$ cat src/inc/spe_map_pkg.sv
/*
 constants for the ds3 to sts-1 envelope mapper and demapper:
 envelope geometry, column roles, bit positions inside control bytes,
 reservoir sizing and the mapper state codes.
 assumes the envelope side delivers and accepts bytes in transmission
 order, most significant bit first.
*/
package spe_map_pkg;

	// envelope geometry
	localparam int COLS = 87;
	localparam int ROWS = 9;
	localparam logic [6:0] LAST_COL = 7'h56;
	localparam logic [3:0] LAST_ROW = 4'h8;
	localparam logic [6:0] POH_COL = 7'h00;

	// column roles inside one row
	localparam logic [6:0] C1_COL = 7'h03;
	localparam logic [6:0] C2_COL = 7'h1F;
	localparam logic [6:0] C3_COL = 7'h3C;
	localparam logic [6:0] R_COL_A = 7'h01;
	localparam logic [6:0] R_COL_B = 7'h02;
	localparam logic [6:0] R_COL_C = 7'h1D;
	localparam logic [6:0] R_COL_D = 7'h1E;
	localparam logic [6:0] R_COL_E = 7'h3A;
	localparam logic [6:0] R_COL_F = 7'h3B;

	// bit positions, msb sent first
	localparam int C1_CTRL_BIT = 5;
	localparam int C23_CTRL_HI = 7;
	localparam int C23_CTRL_LO = 6;
	localparam int C3_OH_HI = 3;
	localparam int C3_OH_LO = 2;
	localparam int C3_OPP_BIT = 0;

	// data bits carried per byte kind
	localparam logic [3:0] NEED_I = 4'h8;
	localparam logic [3:0] NEED_C1 = 4'h5;
	localparam logic [3:0] NEED_OPP = 4'h1;
	localparam logic [3:0] NEED_NONE = 4'h0;

	// value sent in fixed stuff positions
	localparam logic [7:0] FILL_BYTE = 8'h00;

	// bit reservoir of the mapper, control vote thresholds of the demapper
	localparam int RES_W = 32;
	localparam logic [5:0] RES_FULL = 6'h20;
	localparam logic [5:0] STUFF_LEVEL = 6'h10;
	localparam logic [2:0] VOTE_MAJ = 3'h3;
	localparam logic [2:0] VOTE_ALL = 3'h5;

	// two-entry output buffer width: start flag and byte
	localparam int BUF_W = 9;

	typedef enum logic [2:0] {
		ST_IDLE = 3'b001,
		ST_FILL = 3'b010,
		ST_RUN = 3'b100
	} map_state_e;

endpackage

$ cat src/two_slot_buf.sv
/*
 two-entry buffer with valid and ready on both sides.
 assumes one clock; both ready and valid come from flip-flops, so a
 stall on the drain side reaches the fill side one cycle later without
 losing a word.
*/
module two_slot_buf #(
	parameter int W = 9
) (
	input wire logic mclk_i,
	input wire logic rst_n_i,
	input wire logic [W-1:0] in_data_i,
	input wire logic in_valid_i,
	output logic in_ready_o,
	output logic [W-1:0] out_data_o,
	output logic out_valid_o,
	input wire logic out_ready_i
);

	logic [W-1:0] head_q;
	logic [W-1:0] tail_q;
	logic head_v_q;
	logic tail_v_q;
	wire push = in_valid_i & ~tail_v_q;
	wire pop = head_v_q & out_ready_i;

	always_ff @(posedge mclk_i or negedge rst_n_i) begin
		if (!rst_n_i) begin
			head_q <= '0;
			tail_q <= '0;
			head_v_q <= 1'b0;
			tail_v_q <= 1'b0;
		end else if (pop) begin
			if (tail_v_q) begin
				head_q <= tail_q;
				tail_v_q <= 1'b0;
			end else begin
				head_q <= in_data_i;
				head_v_q <= push;
			end
		end else if (push) begin
			if (!head_v_q) begin
				head_q <= in_data_i;
				head_v_q <= 1'b1;
			end else begin
				tail_q <= in_data_i;
				tail_v_q <= 1'b1;
			end
		end
	end

	assign in_ready_o = ~tail_v_q;
	assign out_data_o = head_q;
	assign out_valid_o = head_v_q;

endmodule

$ cat src/ds3_spe_mapper.sv
/*
 bit-level asynchronous mapping of a ds3 bit stream into the sts-1
 payload envelope, and extraction of ds3 bits from a received envelope.
 assumes the envelope side tracks pointers and marks the first (path
 overhead) byte of each envelope; frame boundaries are not seen here.
*/
module ds3_spe_mapper (
	input wire logic mclk_i,
	input wire logic rst_n_i,
	input wire logic en_i,
	input wire logic ds3_tx_bit_i,
	input wire logic ds3_tx_valid_i,
	output logic ds3_tx_ready_o,
	input wire logic [7:0] poh_tx_i,
	input wire logic [1:0] oh_tx_i,
	output logic [7:0] spe_tx_byte_o,
	output logic spe_tx_start_o,
	output logic spe_tx_valid_o,
	input wire logic spe_tx_ready_i,
	input wire logic [7:0] spe_rx_byte_i,
	input wire logic spe_rx_start_i,
	input wire logic spe_rx_valid_i,
	output logic spe_rx_ready_o,
	output logic [7:0] ds3_rx_bits_o,
	output logic [3:0] ds3_rx_count_o,
	output logic ds3_rx_valid_o,
	input wire logic ds3_rx_ready_i,
	output logic [7:0] poh_rx_o,
	output logic poh_rx_stb_o,
	output logic [1:0] oh_rx_o,
	output logic oh_rx_stb_o,
	output logic ctrl_err_o
);

	// ---------------- mapper ----------------
	spe_map_pkg::map_state_e st_q;
	spe_map_pkg::map_state_e st_d;
	logic [6:0] tcol_q;
	logic [3:0] trow_q;
	logic [spe_map_pkg::RES_W-1:0] res_q;
	logic [spe_map_pkg::RES_W-1:0] res_d;
	logic [5:0] cnt_q;
	logic [5:0] cnt_d;
	logic opp_data_q;
	logic tx_ready_q;
	logic buf_ready;

	// envelope position; counting envelope bytes only lets it straddle frames
	wire t_poh = tcol_q == spe_map_pkg::POH_COL;
	wire t_c1 = tcol_q == spe_map_pkg::C1_COL;
	wire t_c2 = tcol_q == spe_map_pkg::C2_COL;
	wire t_c3 = tcol_q == spe_map_pkg::C3_COL;
	wire t_r = tcol_q == spe_map_pkg::R_COL_A || tcol_q == spe_map_pkg::R_COL_B ||
		tcol_q == spe_map_pkg::R_COL_C || tcol_q == spe_map_pkg::R_COL_D ||
		tcol_q == spe_map_pkg::R_COL_E || tcol_q == spe_map_pkg::R_COL_F;
	wire t_i = ~(t_poh | t_c1 | t_c2 | t_c3 | t_r);

	// stuff decision at the row's first control byte: a deep reservoir means
	// ds3 runs ahead, so the opportunity takes data
	wire opp_now = cnt_q >= spe_map_pkg::STUFF_LEVEL;
	wire opp_data = t_c1 ? opp_now : opp_data_q;
	wire cbit = ~opp_data;
	wire [3:0] need = t_i ? spe_map_pkg::NEED_I :
		t_c1 ? spe_map_pkg::NEED_C1 :
		(t_c3 && opp_data) ? spe_map_pkg::NEED_OPP : spe_map_pkg::NEED_NONE;
	wire gen = st_q == spe_map_pkg::ST_RUN && buf_ready && cnt_q >= {2'b00, need};
	wire push_bit = ds3_tx_valid_i & tx_ready_q;
	wire [7:0] top = res_q[spe_map_pkg::RES_W-1 -: 8];

	logic [7:0] tx_byte;
	always_comb begin
		tx_byte = top;
		if (t_poh)
			tx_byte = poh_tx_i;
		else if (t_r)
			tx_byte = spe_map_pkg::FILL_BYTE;
		else if (t_c1)
			tx_byte = {2'b00, cbit, top[7:3]};
		else if (t_c2)
			tx_byte = {cbit, cbit, 6'h00};
		else if (t_c3)
			tx_byte = {cbit, cbit, 2'b00, oh_tx_i, 1'b0, opp_data & top[7]};
	end

	// reservoir: oldest bit at the top, consumed bits shift out
	always_comb begin
		logic [5:0] left;
		left = cnt_q - (gen ? {2'b00, need} : 6'h00);
		res_d = gen ? res_q << need : res_q;
		if (push_bit)
			res_d[5'(spe_map_pkg::RES_W - 1) - left[4:0]] = ds3_tx_bit_i;
		cnt_d = left + {5'h00, push_bit};
	end

	always_comb begin
		case (st_q)
			spe_map_pkg::ST_IDLE: st_d = en_i ? spe_map_pkg::ST_FILL : spe_map_pkg::ST_IDLE;
			spe_map_pkg::ST_FILL: st_d = !en_i ? spe_map_pkg::ST_IDLE :
				opp_now ? spe_map_pkg::ST_RUN : spe_map_pkg::ST_FILL;
			spe_map_pkg::ST_RUN: st_d = en_i ? spe_map_pkg::ST_RUN : spe_map_pkg::ST_IDLE;
			default: st_d = spe_map_pkg::ST_IDLE;
		endcase
	end

	always_ff @(posedge mclk_i or negedge rst_n_i) begin
		if (!rst_n_i) begin
			st_q <= spe_map_pkg::ST_IDLE;
			res_q <= '0;
			cnt_q <= 6'h00;
			tx_ready_q <= 1'b0;
		end else begin
			st_q <= st_d;
			res_q <= res_d;
			cnt_q <= cnt_d;
			tx_ready_q <= cnt_d < spe_map_pkg::RES_FULL;
		end
	end

	always_ff @(posedge mclk_i or negedge rst_n_i) begin
		if (!rst_n_i) begin
			tcol_q <= 7'h00;
			trow_q <= 4'h0;
			opp_data_q <= 1'b0;
		end else if (st_q == spe_map_pkg::ST_IDLE) begin
			tcol_q <= 7'h00;
			trow_q <= 4'h0;
		end else if (gen) begin
			if (t_c1)
				opp_data_q <= opp_now;
			if (tcol_q == spe_map_pkg::LAST_COL) begin
				tcol_q <= 7'h00;
				trow_q <= (trow_q == spe_map_pkg::LAST_ROW) ? 4'h0 : trow_q + 4'h1;
			end else begin
				tcol_q <= tcol_q + 7'h01;
			end
		end
	end

	wire tx_start = t_poh && trow_q == 4'h0;
	wire [spe_map_pkg::BUF_W-1:0] buf_out;

	// a stall by the envelope side holds the generator, never drops a byte
	two_slot_buf #(
		.W(spe_map_pkg::BUF_W)
	) u_tx_buf (
		.mclk_i(mclk_i),
		.rst_n_i(rst_n_i),
		.in_data_i({tx_start, tx_byte}),
		.in_valid_i(gen),
		.in_ready_o(buf_ready),
		.out_data_o(buf_out),
		.out_valid_o(spe_tx_valid_o),
		.out_ready_i(spe_tx_ready_i)
	);

	assign spe_tx_start_o = buf_out[8];
	assign spe_tx_byte_o = buf_out[7:0];
	assign ds3_tx_ready_o = tx_ready_q;

	// ---------------- demapper ----------------
	logic [6:0] rcol_q;
	logic locked_q;
	logic c1_q;
	logic [1:0] c2_q;
	logic rx_ready_q;
	logic [7:0] rbits_q;
	logic [3:0] rcount_q;
	logic rvalid_q;
	logic [7:0] poh_q;
	logic poh_stb_q;
	logic [1:0] oh_q;
	logic oh_stb_q;
	logic err_q;

	wire take = spe_rx_valid_i & rx_ready_q & (locked_q | spe_rx_start_i);
	wire [6:0] rcol = spe_rx_start_i ? spe_map_pkg::POH_COL : rcol_q;
	wire [7:0] b = spe_rx_byte_i;
	wire r_poh = rcol == spe_map_pkg::POH_COL;
	wire r_c1 = rcol == spe_map_pkg::C1_COL;
	wire r_c2 = rcol == spe_map_pkg::C2_COL;
	wire r_c3 = rcol == spe_map_pkg::C3_COL;
	wire r_r = rcol == spe_map_pkg::R_COL_A || rcol == spe_map_pkg::R_COL_B ||
		rcol == spe_map_pkg::R_COL_C || rcol == spe_map_pkg::R_COL_D ||
		rcol == spe_map_pkg::R_COL_E || rcol == spe_map_pkg::R_COL_F;
	wire r_i = ~(r_poh | r_c1 | r_c2 | r_c3 | r_r);
	wire [2:0] ones = {2'b00, c1_q} + {2'b00, c2_q[1]} + {2'b00, c2_q[0]} +
		{2'b00, b[spe_map_pkg::C23_CTRL_HI]} + {2'b00, b[spe_map_pkg::C23_CTRL_LO]};
	wire opp_stuff = ones >= spe_map_pkg::VOTE_MAJ;
	wire vote_split = ones != 3'h0 && ones != spe_map_pkg::VOTE_ALL;
	wire emit = take && (r_i || r_c1 || (r_c3 && !opp_stuff));
	wire [7:0] ebits = r_c1 ? {b[4:0], 3'h0} : r_c3 ? {b[spe_map_pkg::C3_OPP_BIT], 7'h00} : b;
	wire [3:0] ecount = r_c1 ? spe_map_pkg::NEED_C1 : r_c3 ? spe_map_pkg::NEED_OPP :
		spe_map_pkg::NEED_I;
	wire rvalid_d = emit | (rvalid_q & ~ds3_rx_ready_i);

	always_ff @(posedge mclk_i or negedge rst_n_i) begin
		if (!rst_n_i) begin
			rcol_q <= 7'h00;
			locked_q <= 1'b0;
			c1_q <= 1'b0;
			c2_q <= 2'b00;
		end else if (take) begin
			locked_q <= 1'b1;
			if (r_c1)
				c1_q <= b[spe_map_pkg::C1_CTRL_BIT];
			if (r_c2)
				c2_q <= b[spe_map_pkg::C23_CTRL_HI:spe_map_pkg::C23_CTRL_LO];
			if (rcol == spe_map_pkg::LAST_COL) begin
				rcol_q <= 7'h00;
			end else begin
				rcol_q <= rcol + 7'h01;
			end
		end
	end

	// ready waits for the output word to drain; half rate is ample for sts-1
	always_ff @(posedge mclk_i or negedge rst_n_i) begin
		if (!rst_n_i) begin
			rbits_q <= 8'h00;
			rcount_q <= 4'h0;
			rvalid_q <= 1'b0;
			rx_ready_q <= 1'b0;
			poh_q <= 8'h00;
			poh_stb_q <= 1'b0;
			oh_q <= 2'b00;
			oh_stb_q <= 1'b0;
			err_q <= 1'b0;
		end else begin
			rvalid_q <= rvalid_d;
			rx_ready_q <= ~rvalid_d;
			if (emit) begin
				rbits_q <= ebits;
				rcount_q <= ecount;
			end
			poh_stb_q <= take & r_poh;
			if (take & r_poh)
				poh_q <= b;
			oh_stb_q <= take & r_c3;
			if (take & r_c3)
				oh_q <= b[spe_map_pkg::C3_OH_HI:spe_map_pkg::C3_OH_LO];
			err_q <= take & r_c3 & vote_split;
		end
	end

	assign spe_rx_ready_o = rx_ready_q;
	assign ds3_rx_bits_o = rbits_q;
	assign ds3_rx_count_o = rcount_q;
	assign ds3_rx_valid_o = rvalid_q;
	assign poh_rx_o = poh_q;
	assign poh_rx_stb_o = poh_stb_q;
	assign oh_rx_o = oh_q;
	assign oh_rx_stb_o = oh_stb_q;
	assign ctrl_err_o = err_q;

endmodule

$ cat config.mk
export PLATFORM = sky130hd
export DESIGN_NAME = ds3_spe_mapper
export DESIGN_NICKNAME = d
export VERILOG_FILES = /design/src/inc/spe_map_pkg.sv /design/src/two_slot_buf.sv /design/src/ds3_spe_mapper.sv
export SDC_FILE = /design/constraint.sdc
export NUM_CORES = 1
export LEC_CHECK = 0
export ABC_AREA = 1
export ABC_CLOCK_PERIOD_IN_PS = 4100
export CORE_MARGIN = 2
export CORE_UTILIZATION = 23
export DETAILED_ROUTE_END_ITERATION = 8
export DONT_BUFFER_PORTS = 1
export SYNTH_ARGS = -nofsm -noshare
export SYNTH_HDL_FRONTEND = slang
export SYNTH_SLANG_ARGS = --single-unit
$ cat constraint.sdc
create_clock -name mclk_i -period 4.1 [get_ports mclk_i]
set_input_delay 0.615 -clock mclk_i [delete_from_list [all_inputs] [get_ports mclk_i]]
set_output_delay 0.615 -clock mclk_i [all_outputs]
set_load 0.05 [all_outputs]
==> metrics.md, run 1 <==
| Metric | Value |
|---|---|
| Run status | `finished, final reports clean` |
| Number of fill cells | `3465` |
| Period minus WS final | `3.800 ns` |
| Tcrit/Tclk final | `0.9269` |
| Tot Pwr | `4.329 mW` |
| Via count | `6938` |
| DR iter-0 viols | `between 400 and 500` |
| Yosys reg bits | `111` |
| Critical path startpoint category | `flip-flop` |
| Worst-path clk slew | `0.08 ns` |
| Setup Fix Bufs, Post-CTS | `0` |
| Depth of the CTS H-tree | `3` |
| Worst r2r src | `tcol_q[0]` |
| Fmax | `0.2631 GHz` |
| Arrival time at the worst endpoint | `around 4.1 ns` |
| Mean Syn Cell Area | `6.630 sq um` |
| Synth-to-layout area growth | `12.35%` |
| CP Max Fanout | `7` |
| TritonCTS Buffers | `9` |
| # rows | `65` |
| Initial Utilization | `0.2330` |
| Multi-input logic area | `0.003918 sq mm` |
| Post-Synthesis Cells | `1106` |
| Reg2Reg Setup Slack | `0.30 ns` |
| Core Area | `0.03147 sq mm` |
| Average vias per placed instance | `4.613` |
| Dominant synthesized flop cell | `dfrtp_1` |
| HP Class | `in -> async` |
| Post-synth EDFFs | `0` |
| Final hold slack | `about 0.098 ns` |
| Critical Path Sink Type | `flip-flop` |
| Top Ports | `65` |
| CTS sink count | `111` |
| Slew HR | `0.2664` |
| Final HPWL DP | `14.67 mm` |
| All-Layer GR Usage | `0.1281` |
| Die footprint | `0.03333 sq mm` |
| Antenna Nets Post-Route | `0` |
| Die X | `between 150 and 200 microns` |
| Pre-Repair DR Iteration Count | `5` |
| Final #Nets | `1147` |
| Vias in the first global route | `6860` |
| Initial antenna violation count | `0` |
| Asr flop ratio synth | `1.000` |
| Final cell count without fillers | `1504` |
| Reg2reg path depth | `25` |
| Synth warn | `0` |
| Largest net degree at the start of global routing | `about 110` |
| Reg area | `0.002779 sq mm` |
| Synthesized net count | `about 1.2k` |
| Clock skew | `0.01260 ns` |
| Drt total wl | `20.63 mm` |
| Yosys cell types | `39` |
| DR WL/cell | `roughly 14 microns` |
| Worst R2R End | `res_q[14]` |
| Synthesized area | `about 0.0073 sq mm` |
| Least-Margin Pin Slew | `1.086 ns` |
| Longest Clk Path Bufs | `2` |
| Sequential area share after synthesis | `0.3789` |
| Critical path type | `reg -> reg` |
| Ant. Diodes | `0` |
| DRC Markers | `0` |
| Placed cell count | `1487` |
| Grt ovf | `0` |
| # port buffers | `0` |
| Endpoints failing setup | `0` |
| Hold Vio Cnt, Final | `0` |
| Worst IR Drop VDD | `around 0.00033 V` |
| Die Ht | `182.6 microns` |
| CTS tree | `done` |
| Max-slew violations | `0` |
| Max-Cap Viols | `0` |
| Clock Root Buffer | `clkbuf_16` |
| RePlAce Congestion | `0.8274` |
| Worst endpoint required time | `~4.4 ns` |
| Share of cells above drive strength 1 | `0.08076` |
| Pleak | `~3.9 nW` |
| Worst-Skew Late Latency | `roughly 0.37 ns` |
| Global-route wire length before repair | `34.46 mm` |
| Power Density | `between 500 and 600 mW/mm^2` |
critical path, cell delays in order, from the launching register on:
cell	delay, ns
dfrtp_1	0.40
inv_1	0.10
ha_1	0.24
nand3_1	0.10
nor2_2	0.06
nor2_4	0.17
nand4_2	0.17
ha_4	0.30
nand2_1	0.04
inv_1	0.06
nand3_1	0.06
nand3_1	0.14
nand2_4	0.10
nor2_2	0.13
inv_1	0.08
nor2_2	0.10
ha_2	0.18
ha_1	0.17
xnor2_1	0.10
inv_1	0.31
nand3_1	0.26
nor2_1	0.21
a21oi_1	0.06
nand3_1	0.08
nand2_1	0.05
inv_1	0.04
through the flow:
step / util / worst slack, ns / TNS (ns) / cell area [sq um]
after floorplan: - / 0.3143 / 0 / 7333
after global placement: 0.2465 / 0.2626 / 0 / 7757
after detailed placement: 0.2465 / 0.05878 / 0 / 7757
after CTS: 0.2571 / 0.03646 / 0 / 8093
after global routing: 0.2618 / -0.04376 / -0.1313 / 8239
final: 0.2618 / 0.2997 / 0 / 8239
routing by layer:
layer / share of wire / track usage
met2: 0.48 / 0.2172
met3: 0.053 / 0.02674
met1: 0.46 / 0.1650
met5: 0 / 0
met4: 0.012 / 0.03484
cell families after synthesis:
group           share of synthesized area
simple gates                       0.3704
buf+inv                            0.1065
compound gates                    0.09162
flops                              0.3789
fa+ha+maj                         0.04129
xor+xnor                          0.01075
other cells                     0.0005114
synthesized netlist by cell type, types with 8 or more instances:
cell type / n / area (sq um)
buf_2: 18 / 90.09
ha_1: 21 / 262.8
o22ai_1: 9 / 56.30
nand3_1: 127 / 635.6
o21ai_0: 48 / 240.2
a21oi_1: 44 / 220.2
nor2_1: 113 / 424.2
inv_1: 150 / 563.0
nor2_2: 10 / 62.56
dfrtp_1: 110 / 2753
buf_4: 8 / 60.06
clkbuf_1: 10 / 37.54
nand2_1: 359 / 1348
nor3_1: 23 / 115.1
cells in the final DEF, fill, tap and decap left out, types with 4 or more instances in the layout:
master and instances:
ha_1 18, a31oi_1 5, inv_1 145, nand3_4 4
inv_2 8, a22oi_1 5, dfrtp_1 110, a21oi_1 43
nand4_1 5, nand3_1 123, nor3_1 20, o21ai_0 48
nand2_2 6, clkbuf_16 9, o22ai_1 9, nor3_2 5
buf_4 16, nor2_1 108, nand2_1 354, nor2_2 14
xor2_1 6
worst max-delay path by stage:
| stage | startpoint | endpoint | slack (ns) |
|---|---|---|---|
| after floorplan | tcol_q[0] | res_q[30] | 0.31 |
| after global placement | tcol_q[0] | res_q[5] | 0.26 |
| after detailed placement | tcol_q[0] | res_q[5] | 0.06 |
| after CTS | tcol_q[0] | res_q[5] | 0.04 |
| after global routing | tcol_q[0] | res_q[7] | -0.04 |
| final | tcol_q[0] | res_q[14] | 0.30 |
registers in the layout, summed over array words and instances (netlist names), 2 cells and up:
register             count
trow_q                   4
ds3_rx_bits_o            8
cnt_q                    6
st_q                     3
u_tx_buf.tail_q          9
tcol_q                   7
poh_rx_o                 8
c2_q                     2
res_q                   32
rcol_q                   7
u_tx_buf.out_data_o      9
oh_rx_o                  2
ds3_rx_count_o           3
timing repair:
action                     4_1_cts  5_1_grt
hold endpoints to repair       110        0
setup endpoints to repair        0       34
hold buffers                     1        0
gates resized for setup          0       35
report_power, final:
group          total, mW  internal [mW]  leakage [nW]  switching [mW]
Clock              0.933          0.483         0.144           0.451
Combinational       1.27          0.450          2.50           0.816
Sequential          2.13           1.41          1.31           0.721
Total               4.33           2.34          3.95            1.99
final cells by class:
type | count | area share
Inverter | 155 | 0.07092
Sequential cell | 111 | 0.3373
Multi-Input combinational cell | 803 | 0.4755
Clock inverter | 7 | 0.01002
Clock buffer | 9 | 0.02733
Timing Repair Buffer | 17 | 0.01792
Tap cell | 402 | 0.06105
No activity file was read; power rests on OpenSTA's default activity.
==> run 2, diff against run 1 <==
Settings changed: CORE_ASPECT_RATIO set to 1.2.
==> run 2 against run 1 <==
Compared with the run above:
- critical path depth down 2
- non-clock buffer count increased by 1
- sequential power hardly changed
- final cell count is the same
- core utilization decreased by 0.18 points
- sequential cell count stayed put
- via count shrank 1.7%
- first-iteration DRC count is 9.5% higher
- total power down 1.3%
- fmax increased by 1.6%
- critical endpoint is now res_q[6]
- largest power group unchanged
==> metrics.md, run 2 (synthesized netlist as in run 1, its figures left out) <==
| Metric | Value |
|---|---|
| Worst IR Drop VDD | `0.0005870 V (was 0.0003301 V)` |
| Clock power share | `0.205 (was 0.216)` |
| Grt ovf | `0 (unchanged)` |
| Ant. Diodes | `0 (unchanged)` |
| Tcrit/Tclk final | `0.9119 (was 0.9269)` |
| Biggest register | `res_q (unchanged)` |
| RePlAce Congestion | `0.8447 (was 0.8274)` |
| DR iter-0 viols | `521 (was 476)` |
| Reg area | `0.002779 sq mm (unchanged)` |
| CTS sink count | `111 (unchanged)` |
| Max-Cap Viols | `0 (unchanged)` |
| Max reg flops | `32 (unchanged)` |
| Max-slew violations | `0 (unchanged)` |
| Placed instance area | `0.007756 sq mm (was 0.007757 sq mm)` |
| Pre-Repair DR Iteration Count | `5 (unchanged)` |
| Critical Path Sink Type | `flip-flop (unchanged)` |
| Pleak | `3.948 nW (was 3.949 nW)` |
| Via count | `6822 (was 6938)` |
| Initial antenna violation count | `0 (unchanged)` |
| TritonCTS Buffers | `9 (unchanged)` |
| CP max stage cell | `dfrtp_1 (unchanged)` |
| Period minus WS final | `3.739 ns (was 3.800 ns)` |
| Psw | `1.972 mW (was 1.987 mW)` |
| Antenna Nets Post-Route | `0 (unchanged)` |
| Average vias per placed instance | `4.536 (was 4.613)` |
| Longest Clk Path Bufs | `2 (unchanged)` |
| Clock Root Buffer | `clkbuf_16 (unchanged)` |
| Die X | `167 microns (was 182.6 microns)` |
| Global-route wire length before repair | `32.53 mm (was 34.46 mm)` |
| Hold Vio Cnt, Final | `0 (unchanged)` |
| CTS tree | `done (unchanged)` |
| Least-Margin Pin Slew | `1.095 ns (was 1.086 ns)` |
| Sw Ratio | `0.4617 (was 0.4591)` |
| HP Class | `in -> async (unchanged)` |
| Clock skew | `0.01077 ns (was 0.01260 ns)` |
| Depth of the CTS H-tree | `3 (unchanged)` |
| RSZ-0062 raised after global routing | `true` |
| Final #Nets | `1148 (was 1147)` |
| Critical path cell sequence | `ha_1 -> nand3_1 -> nor2_2 -> nor2_4 -> nand4_2 -> ha_1 -> nand2_1 -> inv_1 -> nand3_1 -> nand3_1 -> nand2_2 -> inv_1 -> nand2_1 -> ha_1 -> nand3b_1 -> nand2_1 -> nand2_1 -> nand2_2 -> nand2_2 -> nor2_4 -> inv_1 -> nor3_1 -> a21oi_1` |
| Worst-Skew Late Latency | `0.36 ns (was 0.37 ns)` |
| Share of cells above drive strength 1 | `0.07344 (was 0.08076)` |
| Pre-CTS setup slack | `0.2119 ns (was 0.05878 ns)` |
| DRC Markers | `0 (unchanged)` |
| Final cell count without fillers | `1504 (unchanged)` |
| Slew HR | `0.2603 (was 0.2664)` |
| # port buffers | `0 (unchanged)` |
| Top cell by count, worst path | `nand2_1` |
| Die Ht | `199.6 microns (was 182.6 microns)` |
| Worst endpoint required time | `4.34 ns (was 4.41 ns)` |
| Top Ports | `65 (unchanged)` |
| Endpoints failing setup | `0 (unchanged)` |
| Synth-to-layout area growth | `11.19% (was 12.35%)` |
| Initial Utilization | `0.2339 (was 0.2330)` |
| DR WL/cell | `12.90 microns (was 13.72 microns)` |
| Critical path startpoint category | `flip-flop (unchanged)` |
| P_int | `2.299 mW (was 2.341 mW)` |
| Tot Pwr | `4.270 mW (was 4.329 mW)` |
| All-Layer GR Usage | `0.1192 (was 0.1281)` |
| Most frequent cells in the layout | `nand2_1 (354), inv_1 (148), nand3_1 (122), nor2_1 (111), dfrtp_1 (110) (was nand2_1 (354), inv_1 (145), nand3_1 (123), dfrtp_1 (110), nor2_1 (108))` |
| CP max stage delay | `0.42 ns (was 0.40 ns)` |
| Placed cell count | `1486 (was 1487)` |
| Number of fill cells | `3436 (was 3465)` |
| Setup tns final | `0 ns (unchanged)` |
| Final HPWL DP | `13.76 mm (was 14.67 mm)` |
| # rows | `71 (was 65)` |
| Drt total wl | `19.40 mm (was 20.63 mm)` |
| Core Area | `0.03136 sq mm (was 0.03147 sq mm)` |
| CP Max Fanout | `6 (was 7)` |
| Combinational share of power | `0.297 (was 0.292)` |
| Flop pwr share | `0.498 (was 0.492)` |
| Run status | `finished, final reports clean (unchanged)` |
| Multi-input logic area | `0.003845 sq mm (was 0.003918 sq mm)` |
| Largest net degree at the start of global routing | `111 (unchanged)` |
| Arrival time at the worst endpoint | `3.98 ns (was 4.11 ns)` |
| Die footprint | `0.03333 sq mm (about the same)` |
| Vias in the first global route | `6604 (was 6860)` |
| Power Density | `523.7 mW/mm^2 (was 525.4 mW/mm^2)` |
| Setup ws final | `0.3611 ns (was 0.2997 ns)` |
| Fin area | `0.008154 sq mm (was 0.008239 sq mm)` |
| Most common cell after layout, fill and taps aside | `nand2_1 (unchanged)` |
| Fmax | `0.2675 GHz (was 0.2631 GHz)` |
| Critical path type | `reg -> reg (unchanged)` |
| Worst-path clk slew | `0.08 ns (about the same)` |
[run 2: path summary, 6_finish.rpt]
check,start,to,slack [ns],cells after the start
max,tcol_q[0],res_q[6],0.36,23
min,rst_n_i,st_q[0],0.1,0
max reg2reg,tcol_q[0],res_q[6],0.36,23
min reg2reg,locked_q,locked_q,0.47,1
max in group asynchronous,rst_n_i,u_tx_buf.out_data_o[0],3.43,1
min in group mclk_i,en_i,st_q[0],0.34,1
[run 2: cell type report]
type                            instances  share of cell area
Timing Repair Buffer                   18             0.01903
Clock buffer                           10             0.02931
Tap cell                              401             0.06153
Clock inverter                          6            0.006445
Inverter                              155             0.07135
Multi-Input combinational cell        803              0.4715
Sequential cell                       111              0.3408
[run 2: what timing repair did]
item,CTS,global route
gates resized for setup,0,20
hold buffers,1,0
buffers inserted,0,1
hold endpoints to repair,110,0
setup endpoints to repair,0,32
[run 2: power by group through the flow]
stage	combinational, mW	clock, mW	sequential (mW)
after floorplan	1.01	0	2.08
after global placement	1.21	0	2.14
after detailed placement	1.23	0	2.15
after CTS	1.26	0.914	2.13
after global routing	1.49	0.948	2.17
final	1.27	0.877	2.13
[run 2: routing by layer]
| metal | global-route usage | share of wire | up-vias |
|---|---|---|---|
| met2 | 0.2117 | 0.48 | 201 |
| met5 | 0 | 0 | - |
| met3 | 0.03149 | 0.071 | 26 |
| li1 | - | - | 3485 |
| met4 | 0.03863 | 0.022 | 0 |
| met1 | 0.1397 | 0.42 | 3110 |
[run 2: per-stage QoR]
stage,hold WS (ns),util
5_1_grt,0.07433,0.2600
3_3_place_gp,0.3284,0.2473
4_1_cts,0.08072,0.2575
3_5_place_dp,0.3289,0.2473
6_report,0.09778,0.2600
2_1_floorplan,0.3194,-
[run 2: critical path: cells and delay by family (launching register included)]
kind / cells / cell delay [ns]
AO/OA/AOI/OAI: 1 / 0.06
adder cells (fa/ha/maj): 3 / 1.02
buffers and inverters: 3 / 0.26
flip-flops: 1 / 0.42
AND/OR/NAND/NOR: 16 / 1.86
